===== config.mk =====
export PLATFORM = sky130hd
export DESIGN_NAME = spm_top
export DESIGN_NICKNAME = d
export VERILOG_FILES = /design/src/design/spm_pkg.sv /design/src/design/spm_top.sv
export SDC_FILE = /design/constraint.sdc
export NUM_CORES = 1
export LEC_CHECK = 0
export BUFFER_PORTS_ARGS = -buffer_cell sky130_fd_sc_hd__clkbuf_2
export CELL_PAD_IN_SITES_DETAIL_PLACEMENT = 0
export CELL_PAD_IN_SITES_GLOBAL_PLACEMENT = 1
export CORE_ASPECT_RATIO = 1.4
export CORE_MARGIN = 2
export CORE_UTILIZATION = 41
export DETAILED_ROUTE_END_ITERATION = 10
export HOLD_SLACK_MARGIN = 0.06
export PLACE_DENSITY_LB_ADDON = 0.1
export REMOVE_ABC_BUFFERS = 1
export SETUP_SLACK_MARGIN = 0.5
export SYNTH_ARGS = -nofsm -noshare
export SYNTH_HDL_FRONTEND = slang
export SYNTH_HIERARCHICAL = 1
export SYNTH_SLANG_ARGS = --single-unit

===== constraint.sdc =====
create_clock -name CLOCK_I -period 2.2 [get_ports CLOCK_I]
set_input_delay 0.33 -clock CLOCK_I [delete_from_list [all_inputs] [get_ports CLOCK_I]]
set_output_delay 0.33 -clock CLOCK_I [all_outputs]
set_load 0.02 [all_outputs]

===== src/design/spm_pkg.sv =====
package spm_pkg;

    // ----------------------------------------------------------------
    // Register map (byte addresses)
    // ----------------------------------------------------------------
    localparam int         SPM_AW          = 8;
    localparam logic [7:0] SPM_CTRL_OFS    = 8'h00;
    localparam logic [7:0] SPM_STAT_OFS    = 8'h04;
    localparam logic [7:0] SPM_BUF_OFS     = 8'h08;
    localparam logic [7:0] SPM_FLAG_OFS    = 8'h0c;
    localparam logic [7:0] SPM_DIR_OFS     = 8'h10;

    // ----------------------------------------------------------------
    // Field positions
    // ----------------------------------------------------------------
    localparam int SPM_CTRL_MODE_LSB = 0;
    localparam int SPM_CTRL_POL_BIT  = 4;
    localparam int SPM_CTRL_EN_BIT   = 5;
    localparam int SPM_CTRL_WRITE_COLLISION_FLAG_BIT = 7;
    localparam int SPM_STAT_BF_BIT   = 0;
    localparam int SPM_STAT_CKE_BIT  = 6;
    localparam int SPM_STAT_SMP_BIT  = 7;
    localparam int SPM_FLAG_IRQ_BIT  = 0;
    localparam int SPM_DIR_SDO_BIT   = 0;
    localparam int SPM_DIR_SCK_BIT   = 1;

    // ----------------------------------------------------------------
    // Timing and sizes
    // ----------------------------------------------------------------
    localparam logic [5:0] SPM_HALF_DIV4  = 6'h02;
    localparam logic [5:0] SPM_HALF_DIV16 = 6'h08;
    localparam logic [5:0] SPM_HALF_DIV64 = 6'h20;
    localparam logic [3:0] SPM_LAST_HALF  = 4'hf;
    localparam logic [3:0] SPM_BITS       = 4'h8;
    localparam int         SPM_FIFO_W     = 8;
    localparam int         SPM_FIFO_D     = 16;
    localparam logic [1:0] SPM_RESP_OKAY  = 2'h0;
    localparam logic [1:0] SPM_RESP_ERR   = 2'h2;

    // ----------------------------------------------------------------
    // Types
    // ----------------------------------------------------------------
    typedef enum logic [3:0] {
        SPM_MODE_DIV4  = 4'b0000,
        SPM_MODE_DIV16 = 4'b0001,
        SPM_MODE_DIV64 = 4'b0010,
        SPM_MODE_TMR   = 4'b0011
    } spm_mode_t;

    typedef enum logic [1:0] {
        SPM_IDLE  = 2'b00,
        SPM_SHIFT = 2'b01,
        SPM_DONE  = 2'b10
    } spm_state_t;

    typedef struct packed {
        logic [3:0] mode;
        logic       pol;
        logic       en;
        logic       cke;
        logic       sample_phase_bit;
        logic       dir_sdo;
        logic       dir_sck;
    } spm_cfg_t;

    typedef struct packed {
        spm_cfg_t   cfg;
        logic       write_collision_flag;
        logic       bf;
        logic       irq;
        logic [7:0] buffer;
        logic [7:0] sr;
        logic       smp_bit;
        spm_state_t state;
        logic [3:0] half;
        logic [5:0] div;
        logic       sck;
        logic       aw_vld;
        logic [7:0] aw_addr;
        logic       w_vld;
        logic [7:0] w_data;
        logic       w_lane0;
        logic       bvalid;
        logic [1:0] bresp;
        logic       rvalid;
        logic [7:0] rdata;
        logic [1:0] rresp;
    } spm_regs_t;

endpackage


===== src/design/spm_top.sv =====
`timescale 1ns/10ps
// Summary of operation
// RL1 - Each transfer moves eight bits out and eight in together, MSB first.
// RL2 - The master makes every serial clock pulse; the slave answers on it.
// RL3 - Output bits leave in order starting from the shift register MSB.
// RL4 - After the eighth bit the byte goes to the buffer; set full and irq flags. Here this waits in SPM_DONE while the receive FIFO is full.
// RL5 - A buffer write during a transfer is dropped and sets the sticky collision flag.
// RL6 - Reading the buffer clears the buffer-full flag.
// RL7 - The shift register is reached only through the buffer register. The receive FIFO here also takes each byte straight from it.
// RL8 - In master mode a buffer write starts the transfer at once.
// RL9 - Software resets or reconfigures by clearing enable, rewriting control, re-enabling.
// RL10 - When enabled in master mode the three serial pins belong to the port.
// RL11 - Software sets data-in as input, data-out and clock as outputs.
// RL12 - Clock source is system clock over 4, 16, 64 or timer output over 2.
// RL13 - Idle clock level follows the polarity bit.
// RL14 - With clock-edge bit set, output data is valid before the first edge.
// RL15 - Sample-phase bit picks sampling at middle or end of each bit time.
// RL16 - With data-out turned to input, shifting in still runs at the set rate.
// RL17 - In sleep the transfer freezes and resumes from that point on wake.
// RL18 - The irq flag stays set until software clears it; buffer reads keep it.

// ----------------------------------------------------------------
// Receive byte FIFO
// ----------------------------------------------------------------
module spm_fifo #(
    parameter int W = 8,
    parameter int D = 16
) (
    input  wire logic         clk_i,
    input  wire logic         rst_i,
    input  wire logic         in_valid_i,
    output logic              in_ready_o,
    input  wire logic [W-1:0] in_data_i,
    output logic              out_valid_o,
    input  wire logic         out_ready_i,
    output logic      [W-1:0] out_data_o
);
    localparam int AW = $clog2(D);

    typedef struct packed {
        logic [D-1:0][W-1:0] mem;
        logic [AW:0]         wp;
        logic [AW:0]         rp;
    } spm_fifo_st_t;

    spm_fifo_st_t cur;
    spm_fifo_st_t next_st;
    logic         full;
    logic         empty;

    // Pointer compare with wrap bit
    assign empty       = (cur.wp == cur.rp);
    assign full        = (cur.wp[AW-1:0] == cur.rp[AW-1:0]) && (cur.wp[AW] != cur.rp[AW]);
    assign in_ready_o  = !full;
    assign out_valid_o = !empty;
    assign out_data_o  = cur.mem[cur.rp[AW-1:0]];

    // Push and pop
    always_comb
    begin
        next_st = cur;
        if (in_valid_i && !full)
        begin
            next_st.mem[cur.wp[AW-1:0]] = in_data_i;
            next_st.wp                  = cur.wp + 1'b1;
        end
        if (out_ready_i && !empty)
        begin
            next_st.rp = cur.rp + 1'b1;
        end
    end

    // State register
    always_ff @(posedge clk_i)
    begin
        if (rst_i)
        begin
            cur <= '0;
        end
        else
        begin
            cur <= next_st;
        end
    end
endmodule

// ----------------------------------------------------------------
// SPI master port with AXI4-Lite registers
// ----------------------------------------------------------------
module spm_top
    import spm_pkg::*;
(
    input  wire logic        CLOCK_I,
    input  wire logic        SYS_RST_I,
    input  wire logic [7:0]  S_AWADDR_I,
    input  wire logic        S_AWVALID_I,
    output logic             S_AWREADY_O,
    input  wire logic [31:0] S_WDATA_I,
    input  wire logic [3:0]  S_WSTRB_I,
    input  wire logic        S_WVALID_I,
    output logic             S_WREADY_O,
    output logic [1:0]       S_BRESP_O,
    output logic             S_BVALID_O,
    input  wire logic        S_BREADY_I,
    input  wire logic [7:0]  S_ARADDR_I,
    input  wire logic        S_ARVALID_I,
    output logic             S_ARREADY_O,
    output logic [31:0]      S_RDATA_O,
    output logic [1:0]       S_RRESP_O,
    output logic             S_RVALID_O,
    input  wire logic        S_RREADY_I,
    input  wire logic        SLEEP_I,
    input  wire logic        TIMER_TWO_I,
    input  wire logic        SDI_I,
    output logic             SDO_O,
    output logic             SDO_OE_O,
    output logic             SCK_O,
    output logic             SCK_OE_O,
    output logic             RX_VALID_O,
    input  wire logic        RX_READY_I,
    output logic [7:0]       RX_DATA_O
);
    spm_regs_t  cur;
    spm_regs_t  next_st;
    logic       master;
    logic       busy;
    logic       half_tick;
    logic [5:0] half_len;
    logic       wr_fire;
    logic       rd_fire;
    logic       buf_wr;
    logic       fifo_ready;
    logic       fifo_push;

    // ----------------------------------------------------------------
    // Decode and handshakes
    // ----------------------------------------------------------------
    assign master      = (cur.cfg.mode[3:2] == 2'b00);
    assign busy        = (cur.state != SPM_IDLE);
    assign S_AWREADY_O = !cur.aw_vld;
    assign S_WREADY_O  = !cur.w_vld;
    assign S_ARREADY_O = !cur.rvalid;
    assign wr_fire     = cur.aw_vld && cur.w_vld && !cur.bvalid;
    assign rd_fire     = S_ARVALID_I && !cur.rvalid;
    assign buf_wr      = wr_fire && cur.w_lane0 && (cur.aw_addr == SPM_BUF_OFS);
    assign fifo_push   = (cur.state == SPM_DONE);

    // Half-period length per clock source
    always_comb
    begin
        unique case (cur.cfg.mode)
            SPM_MODE_DIV16: half_len = SPM_HALF_DIV16;
            SPM_MODE_DIV64: half_len = SPM_HALF_DIV64;
            default:        half_len = SPM_HALF_DIV4;
        endcase
    end

    // One-cycle enable per serial half period, frozen in sleep
    assign half_tick = (cur.state == SPM_SHIFT) && !SLEEP_I &&                        // RL17
                       ((cur.cfg.mode == SPM_MODE_TMR) ? TIMER_TWO_I                  // RL12
                                                       : (cur.div == half_len - 6'h01));

    // ----------------------------------------------------------------
    // Next-state logic
    // ----------------------------------------------------------------
    always_comb
    begin
        next_st = cur;

        // Write address and data are taken in either order
        if (S_AWVALID_I && !cur.aw_vld)
        begin
            next_st.aw_vld  = 1'b1;
            next_st.aw_addr = S_AWADDR_I;
        end
        if (S_WVALID_I && !cur.w_vld)
        begin
            next_st.w_vld   = 1'b1;
            next_st.w_data  = S_WDATA_I[7:0];
            next_st.w_lane0 = S_WSTRB_I[0];
        end
        if (cur.bvalid && S_BREADY_I)
        begin
            next_st.bvalid = 1'b0;
        end
        if (cur.rvalid && S_RREADY_I)
        begin
            next_st.rvalid = 1'b0;
        end

        // Register writes
        if (wr_fire)
        begin
            next_st.aw_vld = 1'b0;
            next_st.w_vld  = 1'b0;
            next_st.bvalid = 1'b1;
            next_st.bresp  = SPM_RESP_OKAY;
            unique case (cur.aw_addr)
                SPM_CTRL_OFS:
                begin
                    if (cur.w_lane0)
                    begin
                        next_st.cfg.mode = cur.w_data[SPM_CTRL_MODE_LSB +: 4];
                        next_st.cfg.pol  = cur.w_data[SPM_CTRL_POL_BIT];
                        next_st.cfg.en   = cur.w_data[SPM_CTRL_EN_BIT];
                        if (!cur.w_data[SPM_CTRL_WRITE_COLLISION_FLAG_BIT])
                        begin
                            next_st.write_collision_flag = 1'b0;                // Cleared by writing zero
                        end
                    end
                end
                SPM_STAT_OFS:
                begin
                    if (cur.w_lane0)
                    begin
                        next_st.cfg.cke = cur.w_data[SPM_STAT_CKE_BIT];
                        next_st.cfg.sample_phase_bit = cur.w_data[SPM_STAT_SMP_BIT];
                    end
                end
                SPM_BUF_OFS:
                begin
                    if (cur.w_lane0 && busy)
                    begin
                        next_st.write_collision_flag = 1'b1;                    // RL5
                    end
                    else if (cur.w_lane0)
                    begin
                        next_st.buffer = cur.w_data;
                        if (cur.cfg.en && master)
                        begin
                            next_st.sr    = cur.w_data;         // RL7
                            next_st.state = SPM_SHIFT;          // RL8
                            next_st.half  = 4'h0;
                            next_st.div   = 6'h00;
                        end
                    end
                end
                SPM_FLAG_OFS:
                begin
                    if (cur.w_lane0 && cur.w_data[SPM_FLAG_IRQ_BIT])
                    begin
                        next_st.irq = 1'b0;                     // RL18
                    end
                end
                SPM_DIR_OFS:
                begin
                    if (cur.w_lane0)
                    begin
                        next_st.cfg.dir_sdo = cur.w_data[SPM_DIR_SDO_BIT];
                        next_st.cfg.dir_sck = cur.w_data[SPM_DIR_SCK_BIT];
                    end
                end
                default:
                begin
                    next_st.bresp = SPM_RESP_ERR;
                end
            endcase
        end

        // Register reads
        if (rd_fire)
        begin
            next_st.rvalid = 1'b1;
            next_st.rresp  = SPM_RESP_OKAY;
            unique case (S_ARADDR_I)
                SPM_CTRL_OFS: next_st.rdata = {cur.write_collision_flag, 1'b0, cur.cfg.en, cur.cfg.pol,
                                               cur.cfg.mode};
                SPM_STAT_OFS: next_st.rdata = {cur.cfg.sample_phase_bit, cur.cfg.cke, 5'h00, cur.bf};
                SPM_BUF_OFS:
                begin
                    next_st.rdata = cur.buffer;
                    next_st.bf    = 1'b0;                       // RL6
                end
                SPM_FLAG_OFS: next_st.rdata = {7'h00, cur.irq};
                SPM_DIR_OFS:  next_st.rdata = {6'h00, cur.cfg.dir_sck, cur.cfg.dir_sdo};
                default:
                begin
                    next_st.rdata = 8'h00;
                    next_st.rresp = SPM_RESP_ERR;
                end
            endcase
        end

        // Shift engine
        unique case (cur.state)
            SPM_IDLE:
            begin
                next_st.div = 6'h00;
            end
            SPM_SHIFT:
            begin
                if (!SLEEP_I)
                begin
                    next_st.div = half_tick ? 6'h00 : cur.div + 6'h01;
                end
                if (half_tick)
                begin
                    if (!cur.half[0] && !cur.cfg.sample_phase_bit)
                    begin
                        next_st.smp_bit = SDI_I;                // RL15
                    end
                    if (cur.half[0])
                    begin
                        // Out at the MSB, in at the LSB; runs whatever the pin direction
                        next_st.sr = {cur.sr[6:0],
                                      cur.cfg.sample_phase_bit ? SDI_I : cur.smp_bit}; // RL1 RL3 RL16
                    end
                    if (cur.half == SPM_LAST_HALF)
                    begin
                        next_st.state = SPM_DONE;
                    end
                    else
                    begin
                        next_st.half = cur.half + 4'h1;
                    end
                end
            end
            SPM_DONE:
            begin
                // Waits here while the receive FIFO is full
                if (fifo_ready)
                begin
                    next_st.buffer = cur.sr;                    // RL4
                    next_st.bf     = 1'b1;
                    next_st.irq    = 1'b1;
                    next_st.state  = SPM_IDLE;
                end
            end
            default:
            begin
                next_st.state = SPM_IDLE;
            end
        endcase

        // Clearing enable or leaving master mode resets the engine
        if (!cur.cfg.en || !master)
        begin
            next_st.state = SPM_IDLE;                           // RL9
            next_st.half  = 4'h0;
        end

        // Clock level: polarity when idle, toggles per half while shifting
        if (next_st.state == SPM_SHIFT)
        begin
            next_st.sck = next_st.cfg.pol ^
                          (next_st.cfg.cke ? next_st.half[0] : !next_st.half[0]); // RL2 RL14
        end
        else
        begin
            next_st.sck = next_st.cfg.pol;                      // RL13
        end
    end

    // State register
    always_ff @(posedge CLOCK_I)
    begin
        if (SYS_RST_I)
        begin
            cur <= '0;
        end
        else
        begin
            cur <= next_st;
        end
    end

    // ----------------------------------------------------------------
    // Outputs
    // ----------------------------------------------------------------
    assign S_BVALID_O = cur.bvalid;
    assign S_BRESP_O  = cur.bresp;
    assign S_RVALID_O = cur.rvalid;
    assign S_RDATA_O  = {24'h000000, cur.rdata};
    assign S_RRESP_O  = cur.rresp;
    assign SCK_O      = cur.sck;
    assign SDO_O      = cur.sr[7];
    assign SCK_OE_O   = cur.cfg.en && master && cur.cfg.dir_sck;  // RL10
    assign SDO_OE_O   = cur.cfg.en && master && cur.cfg.dir_sdo;  // RL10

    // Received bytes stream out through the FIFO
    spm_fifo #(
        .W (SPM_FIFO_W),
        .D (SPM_FIFO_D)
    ) u_rx_fifo (
        .clk_i       (CLOCK_I),
        .rst_i       (SYS_RST_I),
        .in_valid_i  (fifo_push),
        .in_ready_o  (fifo_ready),
        .in_data_i   (cur.sr),
        .out_valid_o (RX_VALID_O),
        .out_ready_i (RX_READY_I),
        .out_data_o  (RX_DATA_O)
    );

    logic [3:0] shifts_seen;

    // Counts bit shifts within one transfer
    always_ff @(posedge CLOCK_I)
    begin
        if (SYS_RST_I || cur.state == SPM_IDLE)
        begin
            shifts_seen <= 4'h0;
        end
        else if (half_tick && cur.half[0])
        begin
            shifts_seen <= shifts_seen + 4'h1;
        end
    end
endmodule


==> impl_metrics.ini, run 1 <==
[outcome]
status = finished, violations left
violations = setup timing

[final_layout]
layout_common_cells = 204 x dfxtp_1, 191 x nand2_1, 157 x mux2i_1
num_antenna_cells = 0
final_common_cell = dfxtp_1
area_growth_pct = 36.1
fill_cells = 2158
design_area_mm2 = 0.0139
nets = 1279
drive_above_1_share_pct = 33.8
instances_no_fill = 1542

[place]
detailedPlace.worstSlack_ps = -128
portBuffers = 63
dpl.hpwl_um = 17200
dp.cells = 1429
place_area_mm2 = 0.0113
gp_congestion = 0.790

[clock_tree]
cts_buffer_depth = 3
cts_max_level = 1
clk_pin_slew_ps = 70
cts_buffers = 24
root_buffer = clkbuf_16
cts_tree = yes
cts.sinks = 212
clock_latency_ps = 530

[timing]
fmax_mhz = 404
worst_pin_slew_ps = 748
slew_headroom_pct = 49.9
rsz0062_at_grt = true
setup_violations = 20
fin_skew_ps = 20.2
finalMaxSlewViolations = 0
whs_ps = 120
hold_viol = 0
min_period_ps = 2480
worst_slack_ps = -276
min_period_over_period_pct = 113

[job]
maxCapViolations = 0

[critical_path]
cp-end-kind = primary output
criticalPathCategory = reg -> out
arrival_ps = 2150
start_kind = register
regToRegSetupSlack_ps = -40
required_ps = 1870
cp_max_fo = 6

[synthesis]
synthArstFlopShare_pct = 0
synth_area_mm2 = 0.0102
ys_ff_latch = 212
synth_area_per_cell_um2 = 9.71
synth_edf_count = 0
synth_top_flop_cell = dfxtp_1
postSynthCellCount = 1049
synth_cell_types = 72
yosysWarnings = 6
ys_seq_area_share_pct = 41.7

[routing]
route.met2.wl_um = 14800
wl_met3_um = 727
top_layer = met4
vias_per_cell = 5.13
wire_per_inst_um = 17.6
wirelength_um = 27200
drc = 0
ant_nets = 0
first_pass_iters = 4
num_vias = 7917
drt-initial-drc-count = 299
drt-met1-wl_um = 11100

[floorplan]
dieWidth_um = 137
die_area_mm2 = 0.0261
io_pins = 117
initial_core_util_pct = 41.6
core-area_mm2 = 0.0245
fp-row-count = 68
die_y_um = 190

[global_routing]
overflow = 0
track_usage_pct = 20.4
grt_max_degree = 87
grt_pass1_wl_um = 42200
antenna_found_initial = 0
grt_pass1_vias = 7908

[power_and_ir_drop]
p_per_area_mw_per_mm2 = 621
ir_drop_v = 0.000556
power_leakage_nw = 5.97

[min_path]
hp-class = in -> reg
power breakdown:
part | internal [W] | switching (W) | total (W)
registers | 0.00387 | 0.0000325 | 0.00390
clock network | 0.00264 | 0.00171 | 0.00435
logic | 0.000133 | 0.000228 | 0.000361
synthesized netlist by cell type (all sizes together), types with 9 or more instances:
master | n | area (um2)
clkbuf | 44 | 165
mux4 | 32 | 721
o21ai | 24 | 233
dfxtp | 212 | 4240
nand2 | 201 | 759
nand3 | 13 | 65.1
mux2i | 165 | 1660
a311oi | 9 | 78.8
nor3 | 17 | 90.1
buf | 54 | 389
a21oi | 35 | 175
a211oi | 20 | 150
inv | 9 | 33.8
nor2 | 95 | 364
mux2 | 14 | 158
nor2b | 21 | 131
final timing paths:
check,start,end,cells after the start
max reg2reg,u_rx_fifo/cur[0]$_SDFFE_PP0P_,u_rx_fifo/cur[2]$_SDFFE_PP0P_,12
max,u_rx_fifo/cur[0]$_SDFFE_PP0P_,RX_DATA_O[7],6
min reg2reg,u_rx_fifo/cur[18]$_SDFFE_PP0P_,u_rx_fifo/cur[18]$_SDFFE_PP0P_,2
min,SDI_I,cur[46]$_SDFFE_PP0P_,3
cell type report:
cell class                      instances  area [um2]  area share (%)
Clock buffer                           34         718            5.18
Clock inverter                         10         150            1.08
Inverter                                9        36.3           0.262
Multi-Input combinational cell        755        6210            44.8
Sequential cell                       212        4260            30.7
Tap cell                              315         394            2.84
Timing Repair Buffer                  207        2090            15.1
routing by layer:
metal | global-route usage (%) | vias up
li1 | - | 3945
met1 | 24.3 | 3838
met2 | 38.1 | 101
met3 | 2.50 | 33
met4 | 4.96 | 0
met5 | 0 | -
through the flow:
stage / utilization, % / total power [W] / TNS, ps
after CTS: 53.0 / 0.00872 / -2600
final: 56.6 / 0.00861 / -2200
after detailed placement: 46.0 / 0.00429 / -128
after global placement: 46.0 / 0.00429 / -112
after global routing: 56.6 / 0.00891 / -7550
after floorplan: - / 0.00415 / -170400
flip-flops by register name, indices dropped and copies added, names as in the netlist:
register and flops:
u_rx_fifo/cur 138, cur 60, S_RDATA_O 8, SCK_O 1, SDO_O 1, S_BRESP_O 1
S_BVALID_O 1, S_RRESP_O 1, S_RVALID_O 1
worst max-delay path, stage by stage (launching register included):
cell	delay, ps
dfxtp_4	380
buf_8	150
buf_12	140
mux4_2	500
a211oi_2	210
a21oi_1	60
buf_4	170
cells by family after synthesis:
family	after synthesis	share of synthesized area [%]
buffers and inverters	107	5.77
muxes	211	24.9
AOI/OAI and AO/OA	119	9.02
xor gates and xnor gates	8	0.909
DFF	212	41.7
adders and majority gates	7	0.860
other	1	0.0368
and+or+nand+nor	384	16.8
repair_timing:
item | in CTS | in global routing
setup endpoints to repair | 191 | 192
gates resized for setup | 100 | 148
hold buffers | 22 | 0
setup buffers | 16 | 25
pin swaps | 30 | 47
hold endpoints to repair | 21 | 0
cloned | 2 | 4
No activity file was read; power rests on OpenSTA's default activity.
==> inputs of run 2 (changes only) <==
--- a/config.mk
+++ b/config.mk
@@ -12,10 +12,11 @@
 export CORE_MARGIN = 2
 export CORE_UTILIZATION = 41
 export DETAILED_ROUTE_END_ITERATION = 10
-export HOLD_SLACK_MARGIN = 0.06
+export HOLD_SLACK_MARGIN = 0.15
 export PLACE_DENSITY_LB_ADDON = 0.1
 export REMOVE_ABC_BUFFERS = 1
 export SETUP_SLACK_MARGIN = 0.5
+export SLEW_MARGIN = 30
 export SYNTH_ARGS = -nofsm -noshare
 export SYNTH_HDL_FRONTEND = slang
 export SYNTH_HIERARCHICAL = 1
==> impl_metrics.ini, run 2 (synthesis results as in run 1) <==
[outcome]
status = finished, violations left
violations = setup timing

[clock_tree]
cts_max_level = 1
cts_buffer_depth = 3
cts_buffers = 24
clk_pin_slew_ps = 60
cts.sinks = 212
clock_latency_ps = 530
root_buffer = clkbuf_16
cts_tree = yes

[critical_path]
cp-end-kind = primary output
r2r_start = u_rx_fifo/cur[0]$_SDFFE_PP0P_
criticalPathCategory = reg -> out
arrival_ps = 2150
cp-startpoint = u_rx_fifo/cur[0]$_SDFFE_PP0P_
rr_endpoint = u_rx_fifo/cur[2]$_SDFFE_PP0P_
critPathBufInv = 3
required_ps = 1870
start_kind = register
regToRegSetupSlack_ps = -40
cp_top_family = multiplexers
path_cells = buf_8, buf_12, mux4_2, a211oi_2, a21oi_1, buf_4
cp_max_fo = 6
rr_worst_depth = 12
cp_slowest_stage_delay_ps = 500
cpMaxStageDelayCell = mux4_2

[timing]
fmax_mhz = 404
worst_slack_ps = -276
min_period_over_period_pct = 113
worst_pin_slew_ps = 744
rsz0062_at_grt = true
finalMaxSlewViolations = 0
min_period_ps = 2480
fin_skew_ps = 20.1
whs_ps = 174
setup_violations = 20
hold_viol = 0
slew_headroom_pct = 50.2

[power_and_ir_drop]
ir_drop_v = 0.000555
p_sw_w = 0.00197
intPower_w = 0.00664
power_leakage_nw = 5.97
sequentialPowerShare_pct = 45.3
p_comb_share_pct = 4.2
switching_share_pct = 22.9
power_w = 0.00861
p_per_area_mw_per_mm2 = 621
clkPwrFrac_pct = 50.5

[routing]
wire_per_inst_um = 17.6
vias_per_cell = 5.14
drt-initial-drc-count = 292
wl_met3_um = 753
num_vias = 7931
top_layer = met4
wirelength_um = 27200
ant_nets = 0
route.met2.wl_um = 14800
first_pass_iters = 4
drc = 0
drt-met1-wl_um = 11100

[floorplan]
io_pins = 117
die_y_um = 190
fp-row-count = 68
core-area_mm2 = 0.0245
initial_core_util_pct = 41.6
die_area_mm2 = 0.0261
dieWidth_um = 137

[global_routing]
grt_pass1_vias = 7910
antenna_found_initial = 0
grt_pass1_wl_um = 42200
overflow = 0
track_usage_pct = 20.4
grt_max_degree = 87

[final_layout]
largest_register = u_rx_fifo/cur
nets = 1280
fill_cells = 2157
multi_input_area_mm2 = 0.00621
largest_reg_flops = 138
area_growth_pct = 36.2
layout_common_cells = 204 x dfxtp_1, 191 x nand2_1, 157 x mux2i_1
regArea_mm2 = 0.00426
final_common_cell = dfxtp_1
num_antenna_cells = 0
finish.utilization_pct = 56.6
drive_above_1_share_pct = 33.8
instances_no_fill = 1543

[place]
gp_congestion = 0.790
dp.cells = 1429
detailedPlace.worstSlack_ps = -128
dpl.hpwl_um = 17200
portBuffers = 63

[job]
maxCapViolations = 0

[min_path]
hold_end = S_RDATA_O[6]$_SDFFE_PP0P_
hold_start = S_ARADDR_I[4]
hold_path_depth = 4
hp-class = in -> reg
run 2: per-stage QoR:
stage	area (um2)	TNS [ps]
after detailed placement	11300	-128
after global routing	13900	-7550
after floorplan	9720	-170400
after CTS	13000	-2600
after global placement	11300	-112
final	13900	-2200
run 2: tightest hold or removal path, stage by stage:
cell      delay, ps
clkbuf_2         90
nor3b_1          70
nand3_1          90
a31oi_1          70
run 2: cell type report:
cell class	count	area share (%)
inverters	9	0.262
repair buffers	208	15.2
clock buffers	34	5.18
clock inverters	10	1.08
multi-input cells	755	44.7
well taps	315	2.84
flip-flops and latches	212	30.7
run 2: repair_timing:
item / 4_1_cts / 5_1_grt
endpoints found under the hold margin: 22 / 0
pin swaps: 30 / 47
cloned: 2 / 4
hold buffers: 23 / 0
resized for setup: 100 / 148
endpoints found under the setup margin: 191 / 192
setup buffers: 16 / 25
run 2: layer usage:
metal | global-route usage [%] | up-vias
li1 | - | 3945
met3 | 2.50 | 35
met4 | 4.96 | 0
met2 | 38.1 | 112
met5 | 0 | -
met1 | 24.3 | 3839
run 2: power groups by stage:
stage	combinational [W]	sequential [W]	clock (W)
2_1_floorplan	0.000159	0.00399	0
3_3_place_gp	0.000306	0.00399	0
3_5_place_dp	0.000306	0.00399	0
4_1_cts	0.000358	0.00390	0.00446
5_1_grt	0.000397	0.00390	0.00462
6_report	0.000362	0.00390	0.00435
run 2: worst max path at each step:
stage                               endpoint  slack [ps]  cells after the start
3_5_place_dp                SCK_O$_SDFF_PP0_        -130                      7
4_1_cts                         RX_DATA_O[6]        -320                      6
3_3_place_gp                SCK_O$_SDFF_PP0_        -110                      7
5_1_grt                         RX_DATA_O[1]        -330                      5
6_report                        RX_DATA_O[7]        -280                      6
2_1_floorplan  u_rx_fifo/cur[9]$_SDFFE_PP0P_       -1810                      3
==> inputs of run 3 (changes only) <==
--- a/config.mk
+++ b/config.mk
@@ -10,7 +10,7 @@
 export CELL_PAD_IN_SITES_GLOBAL_PLACEMENT = 1
 export CORE_ASPECT_RATIO = 1.4
 export CORE_MARGIN = 2
-export CORE_UTILIZATION = 41
+export CORE_UTILIZATION = 45
 export DETAILED_ROUTE_END_ITERATION = 10
 export HOLD_SLACK_MARGIN = 0.15
 export PLACE_DENSITY_LB_ADDON = 0.1
==> constraint.sdc (replaced) <==
create_clock -name CLOCK_I -period 2.4 [get_ports CLOCK_I]
set_input_delay 0.36 -clock CLOCK_I [delete_from_list [all_inputs] [get_ports CLOCK_I]]
set_output_delay 0.36 -clock CLOCK_I [all_outputs]
set_load 0.02 [all_outputs]
==> impl_metrics.ini, run 3 (synthesis results as in run 1) <==
[outcome]
status = finished, violations left
violations = setup timing

[min_path]
hold_path_depth = 3
hp-class = in -> reg
hold_start = SDI_I
hold_end = cur[46]$_SDFFE_PP0P_

[floorplan]
io_pins = 117
core-area_mm2 = 0.0224
initial_core_util_pct = 45.5
die_area_mm2 = 0.0239
die_y_um = 182
dieWidth_um = 131
fp-row-count = 65

[global_routing]
overflow = 0
track_usage_pct = 21.5
grt_max_degree = 73
grt_pass1_wl_um = 42000
grt_pass1_vias = 7966
antenna_found_initial = 0

[place]
portBuffers = 63
dpl.hpwl_um = 16900
place_area_mm2 = 0.0108
gp_congestion = 0.802
detailedPlace.worstSlack_ps = 66.3

[critical_path]
criticalPathCategory = reg -> out
regToRegSetupSlack_ps = 200
start_kind = register
required_ps = 2040
r2r_start = cur[75]$_SDFFE_PP0P_
arrival_ps = 2140
rr_worst_depth = 7
cp_max_fo = 10
cp-end-kind = primary output
rr_endpoint = SCK_O$_SDFF_PP0_

[routing]
ant_nets = 0
wirelength_um = 26000
drt-initial-drc-count = 281
first_pass_iters = 4
drc = 0
num_vias = 7791
vias_per_cell = 5.19
wire_per_inst_um = 17.3

[power_and_ir_drop]
p_comb_share_pct = 4.4
p_per_area_mw_per_mm2 = 561
power_leakage_nw = 5.75
p_sw_w = 0.00163
ir_drop_v = 0.000505
clkPwrFrac_pct = 48.2
sequentialPowerShare_pct = 47.4
switching_share_pct = 21.7
intPower_w = 0.00590

[final_layout]
area_growth_pct = 31.8
largest_reg_flops = 138
final_common_cell = dfxtp_1
fill_cells = 1911
layout_common_cells = 201 x dfxtp_1, 193 x nand2_1, 160 x mux2i_1
num_antenna_cells = 0
drive_above_1_share_pct = 30.6
design_area_mm2 = 0.0134
nets = 1257
largest_register = u_rx_fifo/cur

[timing]
finalMaxSlewViolations = 0
hold_viol = 0
setup_violations = 8
rsz0062_at_grt = true
worst_slack_ps = -100
fmax_mhz = 400
worst_pin_slew_ps = 773
min_period_over_period_pct = 104
min_period_ps = 2500
finalSetupTns_ps = -468
fin_skew_ps = 17.6
slew_headroom_pct = 48.4

[clock_tree]
root_buffer = clkbuf_16
cts.sinks = 212
clk_pin_slew_ps = 60
cts_tree = yes
cts_max_level = 1
cts_buffers = 23
cts_buffer_depth = 3
clock_latency_ps = 500

[job]
maxCapViolations = 0
run 3: cell count changes in the layout (fill, tap and decap cells not counted), moves of 4 or more:
cell	before	now
mux2i_2	6	1
clkbuf_1	2	6
a21oi_1	22	26
nor3_1	9	13
buf_4	54	41
buf_6	37	32
run 3: critical path: stages, from the launching register on:
cell and delay (ps):
dfxtp_4 370, buf_12 130, buf_12 150, mux4_2 510, mux2i_1 200, a21oi_1 110
buf_4 180
run 3: stage by stage:
stage / std cells / hold WS [ps] / total power, W / util [%]
2_1_floorplan: 976 / 429 / 0.00380 / -
3_3_place_gp: 1384 / 441 / 0.00393 / 48.4
6_report: 1502 / 201 / 0.00754 / 60.0
3_5_place_dp: 1384 / 450 / 0.00393 / 48.4
5_1_grt: 1502 / 224 / 0.00782 / 60.0
4_1_cts: 1486 / 180 / 0.00763 / 57.2
run 3: per-layer routing:
| metal | GRT usage [%] | part of all wire [%] | vias to the layer above |
|---|---|---|---|
| li1 | - | - | 3889 |
| met1 | 24.4 | 40 | 3750 |
| met2 | 42.2 | 55 | 110 |
| met3 | 2.04 | 2.3 | 42 |
| met4 | 6.70 | 2.7 | 0 |
| met5 | 0 | 0 | - |
run 3: timing repair:
item	4_1_cts	5_1_grt
setup endpoints to repair	185	115
pin swaps	54	41
gates resized for setup	120	113
cloned	3	1
buffers inserted	38	15
hold buffers	22	0
endpoints found under the hold margin	21	0
run 3: cell type report:
| cell class | count | area [um2] | share of cell area [%] |
|---|---|---|---|
| multi-input combinational | 755 | 6100 | 45.5 |
| sequential | 212 | 4270 | 31.8 |
| timing repair buffer | 186 | 1870 | 13.9 |
| tap | 301 | 377 | 2.80 |
| clock buffer | 34 | 667 | 4.97 |
| clock inverter | 5 | 104 | 0.773 |
| inverter | 9 | 36.3 | 0.270 |
run 3: worst max-delay path by stage:
stage / startpoint / end / slack (ps) / cells after the start
2_1_floorplan: u_rx_fifo/cur[4]$_SDFFE_PP0P_ / u_rx_fifo/cur[9]$_SDFFE_PP0P_ / -1610 / 3
3_3_place_gp: u_rx_fifo/cur[0]$_SDFFE_PP0P_ / cur[56]$_SDFF_PP0_ / 100 / 8
3_5_place_dp: u_rx_fifo/cur[0]$_SDFFE_PP0P_ / cur[56]$_SDFF_PP0_ / 70 / 8
4_1_cts: u_rx_fifo/cur[0]$_SDFFE_PP0P_ / RX_DATA_O[1] / -120 / 6
5_1_grt: u_rx_fifo/cur[0]$_SDFFE_PP0P_ / RX_DATA_O[7] / -170 / 6
6_report: u_rx_fifo/cur[0]$_SDFFE_PP0P_ / RX_DATA_O[1] / -100 / 6
run 3: power by group through the flow:
| stage | logic, W | clock network [W] | registers (W) |
|---|---|---|---|
| after floorplan | 0.000146 | 0 | 0.00366 |
| after global placement | 0.000277 | 0 | 0.00365 |
| after detailed placement | 0.000278 | 0 | 0.00365 |
| after CTS | 0.000319 | 0.00374 | 0.00357 |
| after global routing | 0.000361 | 0.00388 | 0.00357 |
| final | 0.000329 | 0.00364 | 0.00357 |
